<file path="src/inc/regulator_control_pkg.sv">
package regulator_control_pkg;

    // ------------------------------------------------------------
    // register indexes (printed offsets are not word multiples)
    // ------------------------------------------------------------
    localparam logic [7:0] IDX_BUCK2_LEVEL   = 8'h30;
    localparam logic [7:0] IDX_BUCK2_SPARE   = 8'h31;
    localparam logic [7:0] IDX_BUCK2_CONTROL = 8'h32;
    localparam logic [7:0] IDX_BUCK3_LEVEL   = 8'h40;
    localparam logic [7:0] IDX_BUCK3_SPARE   = 8'h41;
    localparam logic [7:0] IDX_BUCK3_CONTROL = 8'h42;
    localparam logic [7:0] IDX_LIN4_LEVEL    = 8'h50;
    localparam logic [7:0] IDX_LIN4_CONTROL  = 8'h51;
    localparam logic [7:0] IDX_IRQ_STATUS    = 8'h70;
    localparam logic [7:0] IDX_IRQ_MASK      = 8'h71;

    // ------------------------------------------------------------
    // field layout
    // ------------------------------------------------------------
    localparam int LEVEL_W    = 6;
    localparam int DELAY_W    = 3;
    localparam int BIT_ON     = 7;
    localparam int BIT_SEL6   = 6;
    localparam int BIT_SEL5   = 5;
    localparam int DELAY_LO   = 2;
    localparam int DELAY_HI   = 4;
    localparam int BIT_FMASK  = 1;
    localparam int BIT_PGOOD  = 0;
    localparam int NUM_REG    = 3;
    localparam int IRQ_W      = 6;

    // ------------------------------------------------------------
    // reset values
    // ------------------------------------------------------------
    localparam logic [7:0] RST_LEVEL   = 8'h00;
    localparam logic [7:0] RST_CONTROL = 8'h00;
    localparam logic [IRQ_W-1:0] RST_IRQ = 6'h00;

    // ------------------------------------------------------------
    // bus answers
    // ------------------------------------------------------------
    localparam logic [1:0] RESP_OKAY   = 2'h0;
    localparam logic [1:0] RESP_SLVERR = 2'h2;

    // byte address of a register index
    function automatic logic [9:0] byte_addr(input logic [7:0] idx);
        return {idx, 2'h0};
    endfunction

endpackage

</file>
<file path="src/event_sticky.sv">
`timescale 1ns/10ps
// sticky event flags, write-one-to-clear, set wins over clear
module event_sticky #(
    parameter int W = 6
) (
    input  wire logic         aclk,
    input  wire logic         aresetn,
    input  wire logic [W-1:0] set_i,
    input  wire logic [W-1:0] clear_i,
    output logic      [W-1:0] flags_q
);
    if (W < 1) begin : g_bad_w
        $error("event_sticky: W must be positive");
    end

    // set applied after clear so an event in the clearing cycle survives
    always_ff @(posedge aclk) begin
        if (!aresetn) begin
            flags_q <= '0;
        end else begin
            flags_q <= (flags_q & ~clear_i) | set_i;
        end
    end

    a_set_wins_clear : assert property (@(posedge aclk) disable iff (!aresetn)
        (set_i != '0) |=> ((flags_q & $past(set_i)) == $past(set_i)))
        else $error("event flag lost while being cleared");
endmodule // event_sticky

</file>
<file path="src/regulator_control_regs.sv">
`timescale 1ns/10ps
// What this block does
// - six-bit level code; top two bits read zero
// - control bit 7 turns regulator on
// - second converter bit 6 selects opposite phase
// - converter bit 5 forces fixed-frequency switching
// - converter bits 4:2 hold turn-on delay
// - bit 1 allows regulator fault interrupts
// - bit 0 reads power-good, writes ignored
// - third converter bit 6 zero follows push key
// - linear bit 6 bleeds output while off
// - linear bit 5 selects low quiescent mode
// - linear bits 4:2 hold turn-on delay
module regulator_control_regs
    import regulator_control_pkg::*;
(
    input  wire logic                      aclk,
    input  wire logic                      aresetn,
    // axi4-lite slave
    input  wire logic [11:0]               s_axi_awaddr,
    input  wire logic                      s_axi_awvalid,
    output logic                           s_axi_awready,
    input  wire logic [31:0]               s_axi_wdata,
    input  wire logic [3:0]                s_axi_wstrb,
    input  wire logic                      s_axi_wvalid,
    output logic                           s_axi_wready,
    output logic [1:0]                     s_axi_bresp,
    output logic                           s_axi_bvalid,
    input  wire logic                      s_axi_bready,
    input  wire logic [11:0]               s_axi_araddr,
    input  wire logic                      s_axi_arvalid,
    output logic                           s_axi_arready,
    output logic [31:0]                    s_axi_rdata,
    output logic [1:0]                     s_axi_rresp,
    output logic                           s_axi_rvalid,
    input  wire logic                      s_axi_rready,
    // analog side: index 0 buck2, 1 buck3, 2 linear4
    input  wire logic [NUM_REG-1:0]        power_good,
    input  wire logic [NUM_REG-1:0]        fault,
    input  wire logic                      push_key_input,
    output logic [regulator_control_pkg::LEVEL_W-1:0] buck2_output_level_code,
    output logic [regulator_control_pkg::LEVEL_W-1:0] buck3_output_level_code,
    output logic [regulator_control_pkg::LEVEL_W-1:0] linear4_output_level_code,
    output logic [NUM_REG-1:0]             reg_enable,
    output logic                           buck2_phase_opposite,
    output logic [1:0]                     buck_fixed_freq,
    output logic [regulator_control_pkg::DELAY_W-1:0] buck2_delay_code,
    output logic [regulator_control_pkg::DELAY_W-1:0] buck3_delay_code,
    output logic [regulator_control_pkg::DELAY_W-1:0] linear4_delay_code,
    output logic                           output_bleed_enable,
    output logic                           quiescent_saver,
    output logic                           irq
);
    import regulator_control_pkg::*;

    // the readback and status layouts are built for exactly three regulators
    if (NUM_REG != 3 || IRQ_W != 2 * NUM_REG) begin : g_bad_layout
        $error("regulator_control_regs: layout needs three regulators");
    end

    // ------------------------------------------------------------
    // storage
    // ------------------------------------------------------------
    logic [LEVEL_W-1:0] level_q [NUM_REG];
    logic [7:1]         ctrl_q  [NUM_REG];
    logic [IRQ_W-1:0]   irq_mask_q;
    logic [IRQ_W-1:0]   irq_flags;
    logic [IRQ_W-1:0]   irq_clear;
    logic [IRQ_W-1:0]   irq_set;
    logic [NUM_REG-1:0] fault_rise;
    logic [NUM_REG-1:0] pgood_fall;
    logic [NUM_REG-1:0] fault_allowed;

    // ------------------------------------------------------------
    // write channel
    // ------------------------------------------------------------
    logic        aw_held_q;
    logic        w_held_q;
    logic [9:0]  waddr_q;
    logic [31:0] wdata_q;
    logic [3:0]  wstrb_q;
    logic        do_write;
    logic        wr_hit;

    // address and data may arrive in either order; both are latched
    always_ff @(posedge aclk) begin
        if (!aresetn) begin
            aw_held_q     <= 1'b0;
            w_held_q      <= 1'b0;
            s_axi_awready <= 1'b0;
            s_axi_wready  <= 1'b0;
            waddr_q       <= '0;
            wdata_q       <= '0;
            wstrb_q       <= '0;
        end else begin
            s_axi_awready <= !aw_held_q && !s_axi_awready && !s_axi_bvalid && !do_write;
            s_axi_wready  <= !w_held_q && !s_axi_wready && !s_axi_bvalid && !do_write;
            if (s_axi_awvalid && s_axi_awready) begin
                aw_held_q <= 1'b1;
                waddr_q   <= s_axi_awaddr[9:0];
            end
            if (s_axi_wvalid && s_axi_wready) begin
                w_held_q <= 1'b1;
                wdata_q  <= s_axi_wdata;
                wstrb_q  <= s_axi_wstrb;
            end
            if (do_write) begin
                aw_held_q <= 1'b0;
                w_held_q  <= 1'b0;
            end
        end
    end

    assign do_write = aw_held_q && w_held_q && !s_axi_bvalid;

    // decode a byte address into a hit flag
    function automatic logic addr_known(input logic [9:0] a);
        return a == byte_addr(IDX_BUCK2_LEVEL) || a == byte_addr(IDX_BUCK2_SPARE)
            || a == byte_addr(IDX_BUCK2_CONTROL) || a == byte_addr(IDX_BUCK3_LEVEL)
            || a == byte_addr(IDX_BUCK3_SPARE) || a == byte_addr(IDX_BUCK3_CONTROL)
            || a == byte_addr(IDX_LIN4_LEVEL) || a == byte_addr(IDX_LIN4_CONTROL)
            || a == byte_addr(IDX_IRQ_STATUS) || a == byte_addr(IDX_IRQ_MASK);
    endfunction

    assign wr_hit = addr_known(waddr_q);

    // readies stay low while a response waits, so a second write cannot overtake it
    // write response one cycle after both halves are in
    always_ff @(posedge aclk) begin
        if (!aresetn) begin
            s_axi_bvalid <= 1'b0;
            s_axi_bresp  <= RESP_OKAY;
        end else if (do_write) begin
            s_axi_bvalid <= 1'b1;
            s_axi_bresp  <= wr_hit ? RESP_OKAY : RESP_SLVERR;
        end else if (s_axi_bready) begin
            s_axi_bvalid <= 1'b0;
        end
    end

    // ------------------------------------------------------------
    // register updates (only byte lane 0 carries data)
    // ------------------------------------------------------------
    logic lane0_wr;
    assign lane0_wr = do_write && wstrb_q[0];

    // level codes; bits 7:6 are not stored so they read zero
    always_ff @(posedge aclk) begin
        if (!aresetn) begin
            for (int i = 0; i < NUM_REG; i++) level_q[i] <= RST_LEVEL[LEVEL_W-1:0];
        end else if (lane0_wr) begin
            if (waddr_q == byte_addr(IDX_BUCK2_LEVEL)) level_q[0] <= wdata_q[LEVEL_W-1:0];
            if (waddr_q == byte_addr(IDX_BUCK3_LEVEL)) level_q[1] <= wdata_q[LEVEL_W-1:0];
            if (waddr_q == byte_addr(IDX_LIN4_LEVEL))  level_q[2] <= wdata_q[LEVEL_W-1:0];
        end
    end

    // control bits 7:1; bit 0 has no storage so writes to it vanish
    always_ff @(posedge aclk) begin
        if (!aresetn) begin
            for (int i = 0; i < NUM_REG; i++) ctrl_q[i] <= RST_CONTROL[7:1];
        end else if (lane0_wr) begin
            if (waddr_q == byte_addr(IDX_BUCK2_CONTROL)) ctrl_q[0] <= wdata_q[7:1];
            if (waddr_q == byte_addr(IDX_BUCK3_CONTROL)) ctrl_q[1] <= wdata_q[7:1];
            if (waddr_q == byte_addr(IDX_LIN4_CONTROL))  ctrl_q[2] <= wdata_q[7:1];
        end
    end

    // interrupt mask
    always_ff @(posedge aclk) begin
        if (!aresetn) begin
            irq_mask_q <= RST_IRQ;
        end else if (lane0_wr && waddr_q == byte_addr(IDX_IRQ_MASK)) begin
            irq_mask_q <= wdata_q[IRQ_W-1:0];
        end
    end

    // ------------------------------------------------------------
    // events and interrupt
    // ------------------------------------------------------------
    rise_detect #(.W(NUM_REG)) u_fault_edge (
        .aclk    (aclk),
        .aresetn (aresetn),
        .level_i (fault),
        .rise_o  (fault_rise)
    );

    rise_detect #(.W(NUM_REG)) u_pgood_edge (
        .aclk    (aclk),
        .aresetn (aresetn),
        .level_i (~power_good),
        .rise_o  (pgood_fall)
    );

    // a fault counts only while that regulator's allow bit is 1
    always_comb begin
        for (int i = 0; i < NUM_REG; i++) fault_allowed[i] = fault_rise[i] & ctrl_q[i][BIT_FMASK];
    end

    assign irq_set   = {pgood_fall, fault_allowed};
    assign irq_clear = (lane0_wr && waddr_q == byte_addr(IDX_IRQ_STATUS)) ? wdata_q[IRQ_W-1:0] : '0;

    event_sticky #(.W(IRQ_W)) u_status (
        .aclk    (aclk),
        .aresetn (aresetn),
        .set_i   (irq_set),
        .clear_i (irq_clear),
        .flags_q (irq_flags)
    );

    // registered so the pin comes straight from a flop
    always_ff @(posedge aclk) begin
        if (!aresetn) begin
            irq <= 1'b0;
        end else begin
            irq <= |(irq_flags & irq_mask_q);
        end
    end

    // ------------------------------------------------------------
    // read channel
    // ------------------------------------------------------------
    function automatic logic [7:0] read_mux(input logic [9:0] a);
        logic [7:0] v;
        v = 8'h00;
        if (a == byte_addr(IDX_BUCK2_LEVEL))   v = {2'h0, level_q[0]};
        if (a == byte_addr(IDX_BUCK3_LEVEL))   v = {2'h0, level_q[1]};
        if (a == byte_addr(IDX_LIN4_LEVEL))    v = {2'h0, level_q[2]};
        if (a == byte_addr(IDX_BUCK2_CONTROL)) v = {ctrl_q[0], power_good[0]};
        if (a == byte_addr(IDX_BUCK3_CONTROL)) v = {ctrl_q[1], power_good[1]};
        if (a == byte_addr(IDX_LIN4_CONTROL))  v = {ctrl_q[2], power_good[2]};
        if (a == byte_addr(IDX_IRQ_STATUS))    v = {2'h0, irq_flags};
        if (a == byte_addr(IDX_IRQ_MASK))      v = {2'h0, irq_mask_q};
        return v;
    endfunction

    // only byte lane 0 has storage behind it; upper lanes always read zero
    // address taken one cycle, data returned the next
    always_ff @(posedge aclk) begin
        if (!aresetn) begin
            s_axi_arready <= 1'b0;
            s_axi_rvalid  <= 1'b0;
            s_axi_rdata   <= '0;
            s_axi_rresp   <= RESP_OKAY;
        end else begin
            s_axi_arready <= !s_axi_arready && !s_axi_rvalid;
            if (s_axi_arvalid && s_axi_arready) begin
                s_axi_rvalid <= 1'b1;
                s_axi_rdata  <= {24'h000000, read_mux(s_axi_araddr[9:0])};
                s_axi_rresp  <= addr_known(s_axi_araddr[9:0]) ? RESP_OKAY : RESP_SLVERR;
            end else if (s_axi_rready) begin
                s_axi_rvalid <= 1'b0;
            end
        end
    end

    // ------------------------------------------------------------
    // regulator controls, registered
    // ------------------------------------------------------------
    always_ff @(posedge aclk) begin
        if (!aresetn) begin
            buck2_output_level_code   <= '0;
            buck3_output_level_code   <= '0;
            linear4_output_level_code <= '0;
            reg_enable                <= '0;
            buck2_phase_opposite      <= 1'b0;
            buck_fixed_freq           <= '0;
            buck2_delay_code          <= '0;
            buck3_delay_code          <= '0;
            linear4_delay_code        <= '0;
            output_bleed_enable       <= 1'b0;
            quiescent_saver           <= 1'b0;
        end else begin
            buck2_output_level_code   <= level_q[0];
            buck3_output_level_code   <= level_q[1];
            linear4_output_level_code <= level_q[2];
            reg_enable[0] <= ctrl_q[0][BIT_ON];
            // push-key follow: with bit 6 low, an asserted key also enables
            reg_enable[1] <= ctrl_q[1][BIT_ON] | (!ctrl_q[1][BIT_SEL6] & push_key_input);
            reg_enable[2] <= ctrl_q[2][BIT_ON];
            buck2_phase_opposite <= ctrl_q[0][BIT_SEL6];
            buck_fixed_freq      <= {ctrl_q[1][BIT_SEL5], ctrl_q[0][BIT_SEL5]};
            buck2_delay_code     <= ctrl_q[0][DELAY_HI:DELAY_LO];
            buck3_delay_code     <= ctrl_q[1][DELAY_HI:DELAY_LO];
            linear4_delay_code   <= ctrl_q[2][DELAY_HI:DELAY_LO];
            // bleed only while the regulator is shut down
            output_bleed_enable  <= ctrl_q[2][BIT_SEL6] & !ctrl_q[2][BIT_ON];
            quiescent_saver      <= ctrl_q[2][BIT_SEL5];
        end
    end

    // ------------------------------------------------------------
    // checks
    // ------------------------------------------------------------
    a_enable_follows : assert property (@(posedge aclk) disable iff (!aresetn)
        1'b1 |=> reg_enable[0] == $past(ctrl_q[0][BIT_ON]))
        else $error("buck2 enable does not follow control bit");
    a_phase_follows : assert property (@(posedge aclk) disable iff (!aresetn)
        1'b1 |=> buck2_phase_opposite == $past(ctrl_q[0][BIT_SEL6]))
        else $error("phase select wrong");
    a_level_top_zero : assert property (@(posedge aclk) disable iff (!aresetn)
        (s_axi_arvalid && s_axi_arready && s_axi_araddr[9:0] == byte_addr(IDX_BUCK2_LEVEL))
        |=> s_axi_rdata[7:6] == 2'h0 && s_axi_rdata[5:0] == $past(level_q[0]))
        else $error("level read wrong");
    a_pgood_read : assert property (@(posedge aclk) disable iff (!aresetn)
        (s_axi_arvalid && s_axi_arready && s_axi_araddr[9:0] == byte_addr(IDX_BUCK3_CONTROL))
        |=> s_axi_rdata[BIT_PGOOD] == $past(power_good[1]))
        else $error("power-good read wrong");
    a_push_key_en : assert property (@(posedge aclk) disable iff (!aresetn)
        (push_key_input && !ctrl_q[1][BIT_SEL6]) |=> reg_enable[1])
        else $error("push key did not enable buck3");
    a_bleed_off : assert property (@(posedge aclk) disable iff (!aresetn)
        ctrl_q[2][BIT_ON] |=> !output_bleed_enable)
        else $error("bleed on while running");
    a_quiet_mode : assert property (@(posedge aclk) disable iff (!aresetn)
        1'b1 |=> quiescent_saver == $past(ctrl_q[2][BIT_SEL5]))
        else $error("quiescent select wrong");
    a_delay_codes : assert property (@(posedge aclk) disable iff (!aresetn)
        1'b1 |=> buck3_delay_code == $past(ctrl_q[1][DELAY_HI:DELAY_LO])
            && linear4_delay_code == $past(ctrl_q[2][DELAY_HI:DELAY_LO]))
        else $error("delay code wrong");
    a_fault_blocked : assert property (@(posedge aclk) disable iff (!aresetn)
        (fault_rise[0] && !ctrl_q[0][BIT_FMASK]) |-> !irq_set[0])
        else $error("blocked fault raised event");
    a_irq_raise : assert property (@(posedge aclk) disable iff (!aresetn)
        (fault_rise[2] && ctrl_q[2][BIT_FMASK] && irq_mask_q[2]) |-> ##2 irq)
        else $error("allowed fault raised no interrupt");
    a_fixed_freq : assert property (@(posedge aclk) disable iff (!aresetn)
        1'b1 |=> buck_fixed_freq[1] == $past(ctrl_q[1][BIT_SEL5]))
        else $error("mode select wrong");
    a_bleed_on : assert property (@(posedge aclk) disable iff (!aresetn)
        (ctrl_q[2][BIT_SEL6] && !ctrl_q[2][BIT_ON]) |=> output_bleed_enable)
        else $error("no bleed in shutdown");
    a_fault_flag : assert property (@(posedge aclk) disable iff (!aresetn)
        (fault_rise[2] && ctrl_q[2][BIT_FMASK]) |=> irq_flags[2])
        else $error("allowed fault not flagged");
    a_mask_gate : assert property (@(posedge aclk) disable iff (!aresetn)
        (irq_flags & irq_mask_q) == '0 |=> !irq)
        else $error("irq with nothing unmasked");
endmodule // regulator_control_regs

</file>
<file path="src/rise_detect.sv">
`timescale 1ns/10ps
// one-cycle pulse on each rising edge of a vector of levels
module rise_detect #(
    parameter int W = 3
) (
    input  wire logic         aclk,
    input  wire logic         aresetn,
    input  wire logic [W-1:0] level_i,
    output logic      [W-1:0] rise_o
);
    logic [W-1:0] prev_q;

    if (W < 1) begin : g_bad_w
        $error("rise_detect: W must be positive");
    end

    // remember last level; in reset it tracks the pin so release makes no false edge
    always_ff @(posedge aclk) begin
        if (!aresetn) begin
            prev_q <= level_i;
        end else begin
            prev_q <= level_i;
        end
    end

    assign rise_o = level_i & ~prev_q;
endmodule // rise_detect

</file>
<file path="config.mk">
export PLATFORM = sky130hd
export DESIGN_NAME = regulator_control_regs
export DESIGN_NICKNAME = d
export VERILOG_FILES = /design/src/inc/regulator_control_pkg.sv /design/src/event_sticky.sv /design/src/regulator_control_regs.sv /design/src/rise_detect.sv
export SDC_FILE = /design/constraint.sdc
export NUM_CORES = 1
export LEC_CHECK = 0
export BUFFER_PORTS_ARGS = -buffer_cell sky130_fd_sc_hd__buf_4
export CAP_MARGIN = 25
export CORE_ASPECT_RATIO = 0.7
export CORE_UTILIZATION = 55
export CTS_CLUSTER_SIZE = 10
export DETAILED_ROUTE_END_ITERATION = 16
export GPL_TIMING_DRIVEN = 0
export PLACE_DENSITY = 0.84
export REMOVE_ABC_BUFFERS = 1
export SKIP_CTS_REPAIR_TIMING = 1
export SLEW_MARGIN = 40
export SYNTH_ARGS = -nofsm -noshare
export SYNTH_HDL_FRONTEND = slang
export SYNTH_SLANG_ARGS = --single-unit
</file>
<file path="constraint.sdc">
create_clock -name aclk -period 5.8 [get_ports aclk]
set_clock_uncertainty 0.05 [all_clocks]
set_input_delay 0.58 -clock aclk [delete_from_list [all_inputs] [get_ports aclk]]
set_output_delay 0.58 -clock aclk [all_outputs]
set_load 0.01 [all_outputs]
</file>
==> run summary <==
Floorplan
* 83.1 microns — height of the die
* 9790 sq um — die area
* 9070 sq um — Core Region
* 0.569 — initial standard-cell utilization of the core
* 118 microns — x dimension of the die
* 151 — I/O pin total
* 29 — number of core rows

GRT
* 18.5 mm — wire length of the first global-routing pass
* 0.253 — global-route total usage across every layer
* 3,577 — vias in the first global route
* 57 — largest net degree at the start of global routing
* 0 — total grt overflow
* 0 — antenna violations before repair

Route
* 16.7 microns — Routed WL per cell
* 0 — number of design rule violations left after detail routing
* 3,917 — routed via count
* 8 — First-pass DRT Iterations
* 0 — DRT antenna net count
* 12.0 mm — routed wire length
* 312 — Starting DRT DRC Count
* 5.46 — via count normalized by instance count

Timing
* 2.27 ns — shortest clock period the worst path allows after layout
* false — unrepaired setup endpoints after global routing
* 0.868 ns — actual slew at the worst max-slew pin
* 0.441 GHz — upper clock frequency limit
* 0.413 — Max-Slew Margin vs Limit
* 0.391 — fraction of the cycle the final worst path needs
* 0 — final count of hold timing violations
* 0 ns — setup TNS
* 0 — final slew viol count
* 0 — number of failing setup endpoints in the final timing report

Synthesis
* sky130_fd_sc_hd__dfxtp_1 — Yosys top cell by area
* 10.6 sq um — synthesized area per cell
* 56 — distinct cell type count after synthesis
* 129 — Seq cells post-synth
* 0 — count of synthesis-stage warnings from yosys
* 489 — post-synthesis instance total
* sky130_fd_sc_hd__dfxtp_1 35%, sky130_fd_sc_hd__edfxtp_1 23%, sky130_fd_sc_hd__and2_1 6.3%, sky130_fd_sc_hd__nand2_1 4.2%, sky130_fd_sc_hd__buf_4 3.9% — cells taking the most area after synthesis
* 0.576 — sequential fraction of the synthesis area
* 0.349 — top-area cell type share of the netlist area
* 5160 sq um — Synth Cell Area

Setup path
* 3.53 ns — R2R Setup Slk
* 6.01 ns — critical path required time
* 6 — peak fanout along the critical path
* reg2reg — critical path type
* flip-flop — startpoint class of the critical path
* sky130_fd_sc_hd__nor4b_1 — cell at the slowest stage of the critical path
* 5 — Levels on crit path
* level_q[0][14] — destination of the critical timing path
* flip-flop — Crit. End Element
* simple AND/OR/NAND/NOR gates — cell type group with the largest total delay on the critical path
* 5 — number of cells on the worst reg-to-reg path
* s_axi_bvalid — reg-to-reg critical path startpoint
* 0 — worst path buffer plus inverter count
* 0.73 ns — peak per-stage delay on the critical path
* 2.48 ns — CP arrival
* and3b_1, nand3_2, nor2_1, nor4b_1, and2_1 — cell-by-cell trace of the critical path
* level_q[0][14] — Reg2Reg Capture Point
* s_axi_bvalid — crit path from

Placement
* 8.49 mm — post-DP HPWL
* 685 — Placed Cells incl. Taps
* 0.859 — Final Wtd Congestion
* 93 — total of buffers placed on input and output ports

CTS
* 2 — Max Root-Sink Buffers
* built — clock tree from TritonCTS
* 129 — CTS sink cnt
* 17 — number of buffers created by CTS
* 4 — Max H-tree Level
* 0.42 ns — clock latency at the later pin of the worst-skew pair
* sky130_fd_sc_hd__clkbuf_16 — root cell of the clock tree
* 0.06 ns — CTS clk-pin slew, worst paths

Final layout
* sky130_fd_sc_hd__buf_4 — most common cell after layout, fill and taps aside
* 717 — final standard cell count with taps included and fillers excluded
* 93 x sky130_fd_sc_hd__buf_4, 90 x sky130_fd_sc_hd__dfxtp_1, 58 x sky130_fd_sc_hd__nand2_1, 52 x sky130_fd_sc_hd__and2_1, 39 x sky130_fd_sc_hd__edfxtp_1 — leading cell types in the layout, fill and taps excluded
* 25.4% — Area Growth Syn to Fin
* 668 — fill cell total of the finished layout
* 0.238 — fraction of layout instances using a drive strength above 1
* 654 — Nets
* 2970 sq um — Seq. cell area
* 1990 sq um — area taken by multi-input logic gates
* 0 — number of inserted diodes

Flow run
* 0 — total of max-cap violations

Worst hold path
* in2reg — Worst Hold Class

Status
* complete, no violations — outcome

Power
* 345 nW/um^2 — Pwr per Cell Area
* 0.000242 V — peak supply drop
* 2.59 nW — static leakage power

[cells by family (layout without fill, tap and decap cells)]
logic type	Yosys count	in the layout	share of synthesized area
compound gates	104	104	0.137
buf+inv	58	137	0.0635
flops	129	129	0.576
mux	13	13	0.0252
other cells	1	26	0.000726
simple gates	184	184	0.197
[sequential cells by signal, summed over array words and instances, names as in the netlist, 8 cells and up]
signal / cells
s_axi_rdata: 8
level_q: 18
ctrl_q: 21
wdata_q: 8
waddr_q: 10
[synthesized netlist by cell type, drive strengths merged]
cell / number
a211oi: 2
a21boi: 6
a21oi: 30
a221oi: 4
a22o: 2
a22oi: 9
a31oi: 3
a32o: 3
and2: 52
and3: 3
and3b: 4
and4bb: 1
buf: 32
clkbuf: 14
conb: 1
dfxtp: 90
edfxtp: 39
inv: 12
mux2i: 13
nand2: 59
nand2b: 5
nand3: 6
nand3b: 1
nand4: 4
nor2: 28
nor2b: 2
nor3: 9
nor4: 3
nor4b: 3
o2111ai: 1
o21a: 7
o21ai: 15
o221a: 3
o221ai: 3
o22ai: 3
o2bb2ai: 6
o311a: 1
o31a: 1
o31ai: 2
o32a: 2
o32ai: 1
or3: 1
or4b: 2
or4bb: 1
[stage by stage]
stage / worst slack [ns] / instance area, sq um / power [mW] / util / hold WS (ns)
2_1_floorplan: 3.67 / 4970 / 1.07 / - / 0.365
3_3_place_gp: 3.06 / 5830 / 1.14 / 0.642 / 0.388
3_5_place_dp: 3.35 / 5860 / 1.15 / 0.646 / 0.394
4_1_cts: 3.59 / 6480 / 2.24 / 0.714 / 0.215
5_1_grt: 3.44 / 6480 / 2.30 / 0.714 / 0.212
6_report: 3.53 / 6480 / 2.23 / 0.714 / 0.220
[final cells by class]
class | instances | area share
multi-input combinational | 327 | 0.307
clock inverter | 15 | 0.0297
inverter | 12 | 0.00695
tap | 124 | 0.0240
timing repair buffer | 93 | 0.108
sequential | 129 | 0.459
clock buffer | 17 | 0.0657
[power by group]
part	switching [mW]	total (mW)	leakage, nW	internal (mW)
clock	0.393	1.11	0.284	0.713
sequential	0.0239	0.987	1.14	0.963
combinational	0.0805	0.141	1.16	0.0604
[worst min path at each step]
stage	start	end	slack, ns	cells past startpoint
2_1_floorplan	aw_held_q	s_axi_awready	0.36	1
4_1_cts	fault[2]	u_fault_edge.prev_q[2]	0.21	1
3_3_place_gp	aw_held_q	s_axi_awready	0.39	1
5_1_grt	fault[2]	u_fault_edge.prev_q[2]	0.21	1
6_report	fault[2]	u_fault_edge.prev_q[2]	0.22	1
3_5_place_dp	aw_held_q	s_axi_awready	0.39	1
[layer usage]
layer / global-route usage / up-vias / share of wire
li1: - / 1868 / -
met1: 0.338 / 1815 / 0.43
met2: 0.378 / 208 / 0.45
met3: 0.0831 / 26 / 0.095
met4: 0.103 / 0 / 0.019
met5: 0 / - / 0
No activity file was read; power rests on OpenSTA's default activity.
